## src/fpa_cfg.svh

```systemverilog
// fpa_cfg.svh: sizes, format limits and timing counts of the readout sequencer
// assumes: mclk is the pixel timebase, one mclk period per pixel clock period
`ifndef FPA_CFG_SVH
`define FPA_CFG_SVH

// ****************************************************************
// widths and depths
// ****************************************************************
`define ROW_W 10
`define QUAD_W 8
`define PIX_W 14
`define LANES 4
`define FIFO_DEPTH 16
`define TMR_W 12

// ****************************************************************
// fixed formats: rows and four-pixel columns per row
// ****************************************************************
`define ROWS_FULL 10'h200
`define ROWS_SHORT 10'h1E0
`define QUADS_FULL 8'hA0
`define QUADS_SQUARE 8'h80

// ****************************************************************
// times in half timebase periods, counts rounded up to whole cycles
// ****************************************************************
`define CAP_RESET_HALF_MC 6151
`define ITR_LAT_HALF_MC 5
`define IWR_LAT_HALF_MC 6231
`define HALF_TO_CYC(h) (((h) + 1) / 2)
`define CAP_RESET_CYC `TMR_W'(`HALF_TO_CYC(`CAP_RESET_HALF_MC))
`define ITR_LAT_CYC `TMR_W'(`HALF_TO_CYC(`ITR_LAT_HALF_MC))
`define IWR_LAT_CYC `TMR_W'(`HALF_TO_CYC(`IWR_LAT_HALF_MC))

`endif

```

## src/fpa_pkg.sv

```systemverilog
// fpa_pkg.sv: state codes and carrier structs of the readout sequencer
// assumes: fpa_cfg.svh is on the include path
`include "fpa_cfg.svh"

package fpa_pkg;

	// ****************************************************************
	// state machines
	// ****************************************************************
	typedef enum logic [1:0] {
		INT_IDLE   = 2'b00,
		INT_RESET  = 2'b01,
		INT_ACTIVE = 2'b10
	} integ_state_e;

	typedef enum logic [1:0] {
		RD_IDLE = 2'b00,
		RD_WAIT = 2'b01,
		RD_RUN  = 2'b10
	} read_state_e;

	// ****************************************************************
	// one readout beat: four pixels of a row in parallel
	// ****************************************************************
	typedef struct packed {
		logic [`ROW_W-1:0]         row;
		logic [`QUAD_W-1:0]        quad;
		logic                      last;
		logic [`LANES*`PIX_W-1:0]  pix;
	} pixel_beat_s;

	// ****************************************************************
	// whole state of the sequencer
	// ****************************************************************
	typedef struct packed {
		logic [1:0]                gate_sync;
		logic                      gate_prev;
		logic [1:0]                mode_sync;
		logic [1:0]                sza_sync;
		logic [1:0]                szb_sync;
		logic [1:0][`ROW_W-1:0]    wrow_sync;
		logic [1:0][`QUAD_W-1:0]   wquad_sync;
		integ_state_e              istate;
		logic [`TMR_W-1:0]         itmr;
		logic                      cap_reset;
		logic                      integrating;
		read_state_e               rstate;
		logic [`TMR_W-1:0]         rtmr;
		logic                      pending;
		logic [`ROW_W-1:0]         rows_lim;
		logic [`QUAD_W-1:0]        quads_lim;
		logic                      row_output_valid;
		logic                      out_valid;
		pixel_beat_s               out_beat;
	} sequencer_state_s;

endpackage

```

## src/wrap_counter.sv

```systemverilog
// wrap_counter.sv: synchronous address counter that wraps at a run-time limit
// assumes: limit is held stable while the counter runs, and is at least one
`timescale 1ns/1ps
`default_nettype none

module wrap_counter #(
	parameter int W = 8
) (
	input  wire logic         mclk,
	input  wire logic         srst,
	input  wire logic         clr,
	input  wire logic         en,
	input  wire logic [W-1:0] limit,
	output logic      [W-1:0] count,
	output logic              at_last
);

	typedef struct packed {
		logic [W-1:0] count;
	} cnt_state_s;

	cnt_state_s st_reg;
	cnt_state_s st_next;

	// step by one, back to zero after the last position
	always_comb begin
		st_next = st_reg;
		if (clr) begin
			st_next.count = '0;
		end else if (en) begin
			st_next.count = at_last ? '0 : W'(st_reg.count + 1'b1);
		end
	end

	// register the state
	always_ff @(posedge mclk) begin
		if (srst) begin
			st_reg <= '0;
		end else begin
			st_reg <= st_next;
		end
	end

	assign count   = st_reg.count;
	assign at_last = (st_reg.count == W'(limit - 1'b1));

endmodule

`default_nettype wire

```

## src/beat_fifo.sv

```systemverilog
// beat_fifo.sv: flip-flop FIFO with valid and ready on both sides
// assumes: DEPTH is a power of two
`timescale 1ns/1ps
`default_nettype none

module beat_fifo #(
	parameter int W     = 75,
	parameter int DEPTH = 16
) (
	input  wire logic         mclk,
	input  wire logic         srst,
	input  wire logic         in_valid,
	output logic              in_ready,
	input  wire logic [W-1:0] in_data,
	output logic              out_valid,
	input  wire logic         out_ready,
	output logic      [W-1:0] out_data
);

	localparam int AW = $clog2(DEPTH);

	typedef struct packed {
		logic [DEPTH-1:0][W-1:0] mem;
		logic [AW-1:0]           wp;
		logic [AW-1:0]           rp;
		logic [AW:0]             cnt;
	} fifo_state_s;

	fifo_state_s st_reg;
	fifo_state_s st_next;
	logic        push;
	logic        pop;

	// full and empty come straight from the fill count
	assign in_ready  = (st_reg.cnt != (AW+1)'(DEPTH));
	assign out_valid = (st_reg.cnt != '0);
	assign out_data  = st_reg.mem[st_reg.rp];
	assign push      = in_valid && in_ready;
	assign pop       = out_valid && out_ready;

	// write at the tail, read at the head
	always_comb begin
		st_next = st_reg;
		if (push) begin
			st_next.mem[st_reg.wp] = in_data;
			st_next.wp             = AW'(st_reg.wp + 1'b1);
		end
		if (pop) begin
			st_next.rp = AW'(st_reg.rp + 1'b1);
		end
		if (push && !pop) begin
			st_next.cnt = (AW+1)'(st_reg.cnt + 1'b1);
		end else if (pop && !push) begin
			st_next.cnt = (AW+1)'(st_reg.cnt - 1'b1);
		end
	end

	// register the state
	always_ff @(posedge mclk) begin
		if (srst) begin
			st_reg <= '0;
		end else begin
			st_reg <= st_next;
		end
	end

endmodule

`default_nettype wire

```

## src/fpa_readout_timing_sequencer.sv

```systemverilog
// fpa_readout_timing_sequencer.sv: snapshot integration and four-lane readout sequencer
// assumes: mclk is the pixel timebase; exposure gate, mode and format pins are asynchronous;
// lane_sample is the four multiplexer outputs for the current address, on the same clock
`timescale 1ns/1ps
`default_nettype none

module fpa_readout_timing_sequencer
	import fpa_pkg::*;
(
	input  wire logic                       mclk,
	input  wire logic                       srst,
	input  wire logic                       int_gate,
	input  wire logic                       integrate_then_read_mode,
	input  wire logic                       size_a,
	input  wire logic                       size_b,
	input  wire logic [`ROW_W-1:0]          win_rows,
	input  wire logic [`QUAD_W-1:0]         win_quads,
	input  wire logic [`LANES*`PIX_W-1:0]   lane_sample,
	input  wire logic                       out_ready,
	output logic                            cap_reset,
	output logic                            integrating,
	output logic [`ROW_W-1:0]               addr_row,
	output logic [`QUAD_W-1:0]              addr_quad,
	output logic                            row_output_valid,
	output logic                            out_valid,
	output pixel_beat_s                     out_beat
);

	localparam int BEAT_W = $bits(pixel_beat_s);

	sequencer_state_s st_reg;
	sequencer_state_s st_next;
	logic             gate_rise;
	logic             gate_fall;
	logic             quad_last;
	logic             row_last;
	logic             push_valid;
	logic             push_ready;
	logic             push_ok;
	logic             run_start;
	logic             fifo_valid;
	logic             take;
	pixel_beat_s      push_beat;
	pixel_beat_s      fifo_beat;

	// ****************************************************************
	// address counters and output buffer
	// ****************************************************************

	// edges of the synchronised gate
	assign gate_rise  = st_reg.gate_sync[1] && !st_reg.gate_prev;
	assign gate_fall  = !st_reg.gate_sync[1] && st_reg.gate_prev;
	assign run_start  = (st_reg.rstate == RD_WAIT) && (st_reg.rtmr == '0);
	assign push_valid = (st_reg.rstate == RD_RUN);
	assign push_ok    = push_valid && push_ready;
	assign take       = fifo_valid && (!st_reg.out_valid || out_ready);

	// one beat per clock carries all four lanes of the current address
	always_comb begin
		push_beat      = '0;
		push_beat.row  = addr_row;
		push_beat.quad = addr_quad;
		push_beat.last = quad_last && row_last;
		push_beat.pix  = lane_sample;
	end

	// column position steps every accepted beat
	wrap_counter #(
		.W(`QUAD_W)
	) u_quad_cnt (
		.mclk    (mclk),
		.srst    (srst),
		.clr     (run_start),
		.en      (push_ok),
		.limit   (st_reg.quads_lim),
		.count   (addr_quad),
		.at_last (quad_last)
	);

	// row position steps when a row is done
	wrap_counter #(
		.W(`ROW_W)
	) u_row_cnt (
		.mclk    (mclk),
		.srst    (srst),
		.clr     (run_start),
		.en      (push_ok && quad_last),
		.limit   (st_reg.rows_lim),
		.count   (addr_row),
		.at_last (row_last)
	);

	// buffer absorbs stalls of the receiver; a full buffer halts the counters
	beat_fifo #(
		.W     (BEAT_W),
		.DEPTH (`FIFO_DEPTH)
	) u_fifo (
		.mclk      (mclk),
		.srst      (srst),
		.in_valid  (push_valid),
		.in_ready  (push_ready),
		.in_data   (push_beat),
		.out_valid (fifo_valid),
		.out_ready (take),
		.out_data  (fifo_beat)
	);

	// ****************************************************************
	// sequencer next state
	// ****************************************************************
	always_comb begin
		st_next = st_reg;
		// two flip-flops on every asynchronous pin input
		st_next.gate_sync  = {st_reg.gate_sync[0], int_gate};
		st_next.gate_prev  = st_reg.gate_sync[1];
		st_next.mode_sync  = {st_reg.mode_sync[0], integrate_then_read_mode};
		st_next.sza_sync   = {st_reg.sza_sync[0], size_a};
		st_next.szb_sync   = {st_reg.szb_sync[0], size_b};
		st_next.wrow_sync  = {st_reg.wrow_sync[0], win_rows};
		st_next.wquad_sync = {st_reg.wquad_sync[0], win_quads};

		// integration: reset phase, then accumulation until the gate falls
		unique case (st_reg.istate)
			INT_IDLE: begin
				if (gate_rise) begin
					st_next.istate    = INT_RESET;
					st_next.itmr      = `TMR_W'(`CAP_RESET_CYC - 1'b1);
					st_next.cap_reset = 1'b1;
				end
			end
			INT_RESET: begin
				if (gate_fall) begin
					st_next.istate    = INT_IDLE;
					st_next.cap_reset = 1'b0;
				end else if (st_reg.itmr == '0) begin
					st_next.istate      = INT_ACTIVE;
					st_next.cap_reset   = 1'b0;
					st_next.integrating = 1'b1;
				end else begin
					st_next.itmr = `TMR_W'(st_reg.itmr - 1'b1);
				end
			end
			INT_ACTIVE: begin
				if (gate_fall) begin
					st_next.istate      = INT_IDLE;
					st_next.integrating = 1'b0;
				end
			end
			default: begin
				st_next.istate      = INT_IDLE;
				st_next.cap_reset   = 1'b0;
				st_next.integrating = 1'b0;
			end
		endcase

		// overlapped mode reads the previous frame during the next one
		if (gate_fall && !st_reg.mode_sync[1]) begin
			st_next.pending = 1'b1;
		end

		// readout: latency wait, then one beat per clock over the window
		unique case (st_reg.rstate)
			RD_IDLE: begin
				if ((gate_fall && st_reg.mode_sync[1]) ||
					(gate_rise && !st_reg.mode_sync[1] && st_reg.pending)) begin
					st_next.rstate = RD_WAIT;
					st_next.rtmr   = st_reg.mode_sync[1] ?
						`TMR_W'(`ITR_LAT_CYC - 1'b1) :
						`TMR_W'(`IWR_LAT_CYC - 1'b1);
					if (gate_rise) begin
						st_next.pending = 1'b0;
					end
					// format is frozen for the whole readout
					unique case ({st_reg.sza_sync[1], st_reg.szb_sync[1]})
						2'b11: begin
							st_next.rows_lim  = `ROWS_FULL;
							st_next.quads_lim = `QUADS_FULL;
						end
						2'b10: begin
							st_next.rows_lim  = `ROWS_SHORT;
							st_next.quads_lim = `QUADS_FULL;
						end
						2'b01: begin
							st_next.rows_lim  = `ROWS_FULL;
							st_next.quads_lim = `QUADS_SQUARE;
						end
						2'b00: begin
							st_next.rows_lim  = st_reg.wrow_sync[1];
							st_next.quads_lim = st_reg.wquad_sync[1];
						end
					endcase
				end
			end
			RD_WAIT: begin
				if (run_start) begin
					st_next.rstate           = RD_RUN;
					st_next.row_output_valid = 1'b1;
				end else begin
					st_next.rtmr = `TMR_W'(st_reg.rtmr - 1'b1);
				end
			end
			RD_RUN: begin
				if (push_ok && push_beat.last) begin
					st_next.rstate           = RD_IDLE;
					st_next.row_output_valid = 1'b0;
				end
			end
			default: begin
				st_next.rstate           = RD_IDLE;
				st_next.row_output_valid = 1'b0;
			end
		endcase

		// output register: hold until the receiver takes it
		if (take) begin
			st_next.out_valid = 1'b1;
			st_next.out_beat  = fifo_beat;
		end else if (out_ready) begin
			st_next.out_valid = 1'b0;
		end
	end

	// register the state
	always_ff @(posedge mclk) begin
		if (srst) begin
			st_reg <= '0;
		end else begin
			st_reg <= st_next;
		end
	end

	// outputs straight from flip-flops
	assign cap_reset        = st_reg.cap_reset;
	assign integrating      = st_reg.integrating;
	assign row_output_valid = st_reg.row_output_valid;
	assign out_valid        = st_reg.out_valid;
	assign out_beat         = st_reg.out_beat;

	// ****************************************************************
	// assertions
	// ****************************************************************

	// length of the current capacitor reset, for checking
	logic [`TMR_W-1:0] cap_len_reg;
	always_ff @(posedge mclk) begin
		if (srst || !st_reg.cap_reset) begin
			cap_len_reg <= '0;
		end else begin
			cap_len_reg <= `TMR_W'(cap_len_reg + 1'b1);
		end
	end

	property p_int_start;
		@(posedge mclk) disable iff (srst)
		(gate_rise && st_reg.istate == INT_IDLE) |=> st_reg.cap_reset && !st_reg.integrating;
	endproperty
	a_int_start: assert property (p_int_start) else $error("reset did not follow gate rise");

	property p_int_end;
		@(posedge mclk) disable iff (srst)
		gate_fall |=> !st_reg.integrating && !st_reg.cap_reset;
	endproperty
	a_int_end: assert property (p_int_end) else $error("integration ran past gate fall");

	property p_cap_len;
		@(posedge mclk) disable iff (srst)
		($fell(st_reg.cap_reset) && st_reg.integrating) |-> cap_len_reg == `CAP_RESET_CYC;
	endproperty
	a_cap_len: assert property (p_cap_len) else $error("capacitor reset has wrong length");

	property p_quad_step;
		@(posedge mclk) disable iff (srst)
		(push_ok && !quad_last) |=> addr_quad == `QUAD_W'($past(addr_quad) + 1'b1);
	endproperty
	a_quad_step: assert property (p_quad_step) else $error("column did not step by one");

	property p_row_step;
		@(posedge mclk) disable iff (srst)
		(push_ok && quad_last && !row_last) |=> addr_quad == '0 && addr_row == `ROW_W'($past(addr_row) + 1'b1);
	endproperty
	a_row_step: assert property (p_row_step) else $error("row did not step at row end");

	property p_full_fmt;
		@(posedge mclk) disable iff (srst)
		(st_reg.rstate == RD_IDLE && st_next.rstate == RD_WAIT && st_reg.sza_sync[1] && st_reg.szb_sync[1])
		|=> st_reg.rows_lim == `ROWS_FULL && st_reg.quads_lim == `QUADS_FULL;
	endproperty
	a_full_fmt: assert property (p_full_fmt) else $error("full format limits wrong");

	property p_valid_span;
		@(posedge mclk) disable iff (srst)
		$fell(st_reg.row_output_valid) |-> $past(push_ok && push_beat.last);
	endproperty
	a_valid_span: assert property (p_valid_span) else $error("valid fell before window end");

	property p_itr_lat;
		@(posedge mclk) disable iff (srst)
		(gate_fall && st_reg.mode_sync[1] && st_reg.rstate == RD_IDLE) |-> ##4 st_reg.row_output_valid;
	endproperty
	a_itr_lat: assert property (p_itr_lat) else $error("read-after latency wrong");

	property p_iwr_arm;
		@(posedge mclk) disable iff (srst)
		(gate_rise && !st_reg.mode_sync[1] && st_reg.pending && st_reg.rstate == RD_IDLE)
		|=> st_reg.rstate == RD_WAIT && st_reg.rtmr == `TMR_W'(`IWR_LAT_CYC - 1'b1);
	endproperty
	a_iwr_arm: assert property (p_iwr_arm) else $error("overlapped readout not armed");

	property p_out_hold;
		@(posedge mclk) disable iff (srst)
		(st_reg.out_valid && !out_ready) |=> st_reg.out_valid && $stable(st_reg.out_beat);
	endproperty
	a_out_hold: assert property (p_out_hold) else $error("output beat changed while stalled");

	c_itr_frame: cover property (@(posedge mclk) disable iff (srst)
		st_reg.mode_sync[1] && $fell(st_reg.row_output_valid));
	c_iwr_frame: cover property (@(posedge mclk) disable iff (srst)
		!st_reg.mode_sync[1] && st_reg.integrating && st_reg.row_output_valid);
	c_backpress: cover property (@(posedge mclk) disable iff (srst)
		push_valid && !push_ready);

endmodule

`default_nettype wire

```

## config.mk

```make
export PLATFORM = sky130hd
export DESIGN_NAME = fpa_readout_timing_sequencer
export DESIGN_NICKNAME = d
export VERILOG_FILES = /design/src/fpa_pkg.sv /design/src/wrap_counter.sv /design/src/beat_fifo.sv /design/src/fpa_readout_timing_sequencer.sv
export VERILOG_INCLUDE_DIRS = /design/src
export SDC_FILE = /design/constraint.sdc
export NUM_CORES = 2
export LEC_CHECK = 0
export BUFFER_PORTS_ARGS = -buffer_cell sky130_fd_sc_hd__buf_2
export CAP_MARGIN = 40
export CORE_AREA = 2 2 331 333
export CTS_CLUSTER_DIAMETER = 40
export DETAILED_ROUTE_END_ITERATION = 10
export DIE_AREA = 0 0 333 335
export PLACE_DENSITY = 0.74
export SLEW_MARGIN = 20
export SYNTH_ARGS = -nofsm -noshare
export SYNTH_HDL_FRONTEND = slang
export SYNTH_SLANG_ARGS = --single-unit
```

## constraint.sdc

```tcl
create_clock -name mclk -period 3.4 [get_ports mclk]
set_input_delay 0.68 -clock mclk [delete_from_list [all_inputs] [get_ports mclk]]
set_output_delay 0.68 -clock mclk [all_outputs]
set_load 0.02 [all_outputs]
```

==> results.cfg <==
[clocking]
clk_latency_ns = 0.80
cts_hold_buffers = 0
numCtsBuffers = 165
clkSlewWorstSetupHoldPaths_ns = 0.06
cts_buffer_depth = 3
clock-sinks = 1402
htree_levels = 4
ctsResizeCount = 0
cts_setup_buffers = 0
cts_tree = yes
cts-root-buf = clkbuf_16

[grt]
grt_antenna_before_repair = 18
grt_max_degree = 220
grt.met3_usage_pct = 6.14
grt_pass1_vias = 48100
grt_pass1_wl_um = 274000
grt.busiest_layer = met2
grtUsageTotal_pct = 31.2
met1_usage_pct = 40.1
grt_util_met2_pct = 50.6
overflow = 0

[floorplanning]
initial_utilization_pct = 54.4
pin_count = 178
fp.dieH_um = 335
die_w_um = 333
fp.dieArea_sq_um = 112000
rows = 121
fp.coreArea_sq_um = 108000

[worst_setup_path]
required_ns = 4.10
cp-start-kind = register
crit_fanout = 5
cp-end-kind = register
path_class = reg -> reg
cp.arrival_ns = 3.67

[synthesis]
syn_nets = 6958
syn_area_sq_um = 58900
ys_seq_area_share_pct = 47.7
syn_inst = 6861
syn_avg_cell_area_sq_um = 8.58
yosysUniqueCellTypes = 59
synth_edf_count = 0
ys_async_sr_fraction_pct = 0
synth_area_leader_cell = dfxtp_1
yosys_warnings = 0
synthTopCellsByArea = dfxtp_1 (48%), nand2_1 (16%), mux4_2 (14%)
ys_seq_elements = 1402
ys.flop_type = dfxtp_1
synth_top_area_share_pct = 47.7

[routing]
wirelength_um = 178000
vias = 49700
drc = 0
postRouteAntennaNets = 0
avgViaCountPerCell = 6.10
post_drt_wl_per_cell_um = 21.9
firstDrtPassIters = 6
drt_iter0_drc = 5874

[timing]
finalHoldViolCount = 0
slew_viol_final = 0
min_period_ns = 2.97
timing.final.crit_share_pct = 87.3
fmax_mhz = 337
rsz0062_at_grt = no
final.setup_skew_ns = 0.0294
setup_tns_ns = 0
setup_ws_ns = 0.430
relSlewSlack_pct = 28.9
setup-violations-final = 0
tightest_slew_ns = 1.07

[run]
maxCapViolCount = 0

[min_path]
min_path_type = in -> reg

[finish]
synthToLayoutAreaGrowth_pct = 13.0
nNetsFinal = 6678
drive_gt1_share_pct = 15.4
largest_reg_flops = 1213

[pwr]
max-vdd-ir-drop_v = 0.000526
powerDensity_nw_per_um2 = 608
leakagePower_nw = 21.7

[place]
pre_cts_slack_ns = 0.484
gp_congestion = 0.827
portBuffers = 177
dp_hpwl_um = 98400

[outcome]
status = completed
## per-stage QoR
stage / area [sq um] / power (mW) / std cells / utilization (%) / hold WS, ns
floorplan: 58900 / 20.6 / 6861 / - / 0.401
global placement: 60500 / 21.9 / 7825 / 56.0 / 0.419
detailed placement: 60600 / 22.0 / 7827 / 56.0 / 0.423
CTS: 66500 / 40.5 / 8131 / 61.5 / 0.0714
global route: 66500 / 41.5 / 8138 / 61.5 / 0.0945
finish: 66500 / 40.4 / 8145 / 61.5 / 0.105
## cells by family (layout without fill, tap and decap cells)
family	after synthesis	after routing	synth area share [%]
AOI/OAI and AO/OA	1370	1370	11.9
xor gates and xnor gates	56	56	0.846
adders and majority gates	16	16	0.353
buffers and inverters	790	647	5.67
DFF	1402	1402	47.7
muxes	377	377	14.4
other	0	13	0
and+or+nand+nor	2850	2850	19.1
## per-layer routing
| metal | vias up | wire, um |
|---|---|---|
| met5 | - | 113 |
| met4 | 12 | 8340 |
| met3 | 587 | 18300 |
| met2 | 2744 | 83400 |
| met1 | 24000 | 67800 |
| li1 | 22300 | - |
## final cells by class
cell class                      instances  area [sq um]
Tap cell                             1414          1770
Multi-Input combinational cell       4669         27700
Clock buffer                          212          4610
Fill cell                            8825         41600
Inverter                               17          66.3
Timing Repair Buffer                  326          2960
Antenna cell                           13          32.5
Clock inverter                         92          1280
Sequential cell                      1402         28100
## worst max-delay path, stage by stage (launching register included)
cell and delay [ns]:
dfxtp_1 0.36, or4_1 0.54, nor2_1 0.22, nor2b_4 0.08, inv_4 0.05, ha_1 0.17
inv_1 0.11, fa_1 0.44, a21o_1 0.20, a21oi_1 0.19, xnor2_1 0.10, or3_1 0.30
a21oi_1 0.14
## power breakdown
part	leakage (nW)	total (mW)	internal, mW	switching (mW)
clock network	2.84	18.8	11.3	7.49
registers	11.3	16.8	16.5	0.212
logic	7.54	4.89	1.82	3.08
## cells in the mapped netlist (3+ instances only)
master	instances
o21ai_0	21
xor2_1	27
clkbuf_1	577
ha_1	15
buf_2	13
buf_4	93
nand2_1	2553
nor4_1	9
nand2b_1	9
or3_1	11
o31ai_1	5
nand3_1	33
dfxtp_1	1402
nand4_1	13
a21o_1	3
o21ai_2	10
nand3b_1	19
o21ai_1	8
inv_1	16
xnor2_1	28
a22o_1	7
a21oi_1	1289
a31oi_1	3
a32oi_1	8
mux4_2	375
or4_1	3
buf_1	89
and3_1	19
nor3_1	27
nor2_1	78
nor2b_1	56
nor3b_1	3
and2_1	3
a22oi_1	4
## placed cells by master, fill, tap and decap left out, drive strengths merged, types with 29 or more instances in the layout
cell type / n
xnor2: 29
nor2: 78
clkbuf: 212
nand2: 2553
buf: 326
o21ai: 39
nor2b: 56
dfxtp: 1402
mux4: 375
inv: 45
nand3: 33
a21oi: 1289
## worst paths after layout
check	depth (start not counted)	slack, ns	start	end
max	12	0.43	u_fifo.st_reg[0]$_SDFFE_PP0P_	u_fifo.st_reg[4]$_SDFFE_PP0P_
min	2	0.11	win_rows[3]	st_next[155]$_SDFF_PP0_
max reg2reg	12	0.43	u_fifo.st_reg[0]$_SDFFE_PP0P_	u_fifo.st_reg[4]$_SDFFE_PP0P_
min reg2reg	1	0.44	st_next[159]$_SDFF_PP0_	st_reg[159]$_SDFF_PP0_
Power figures use the tool's default switching activity.
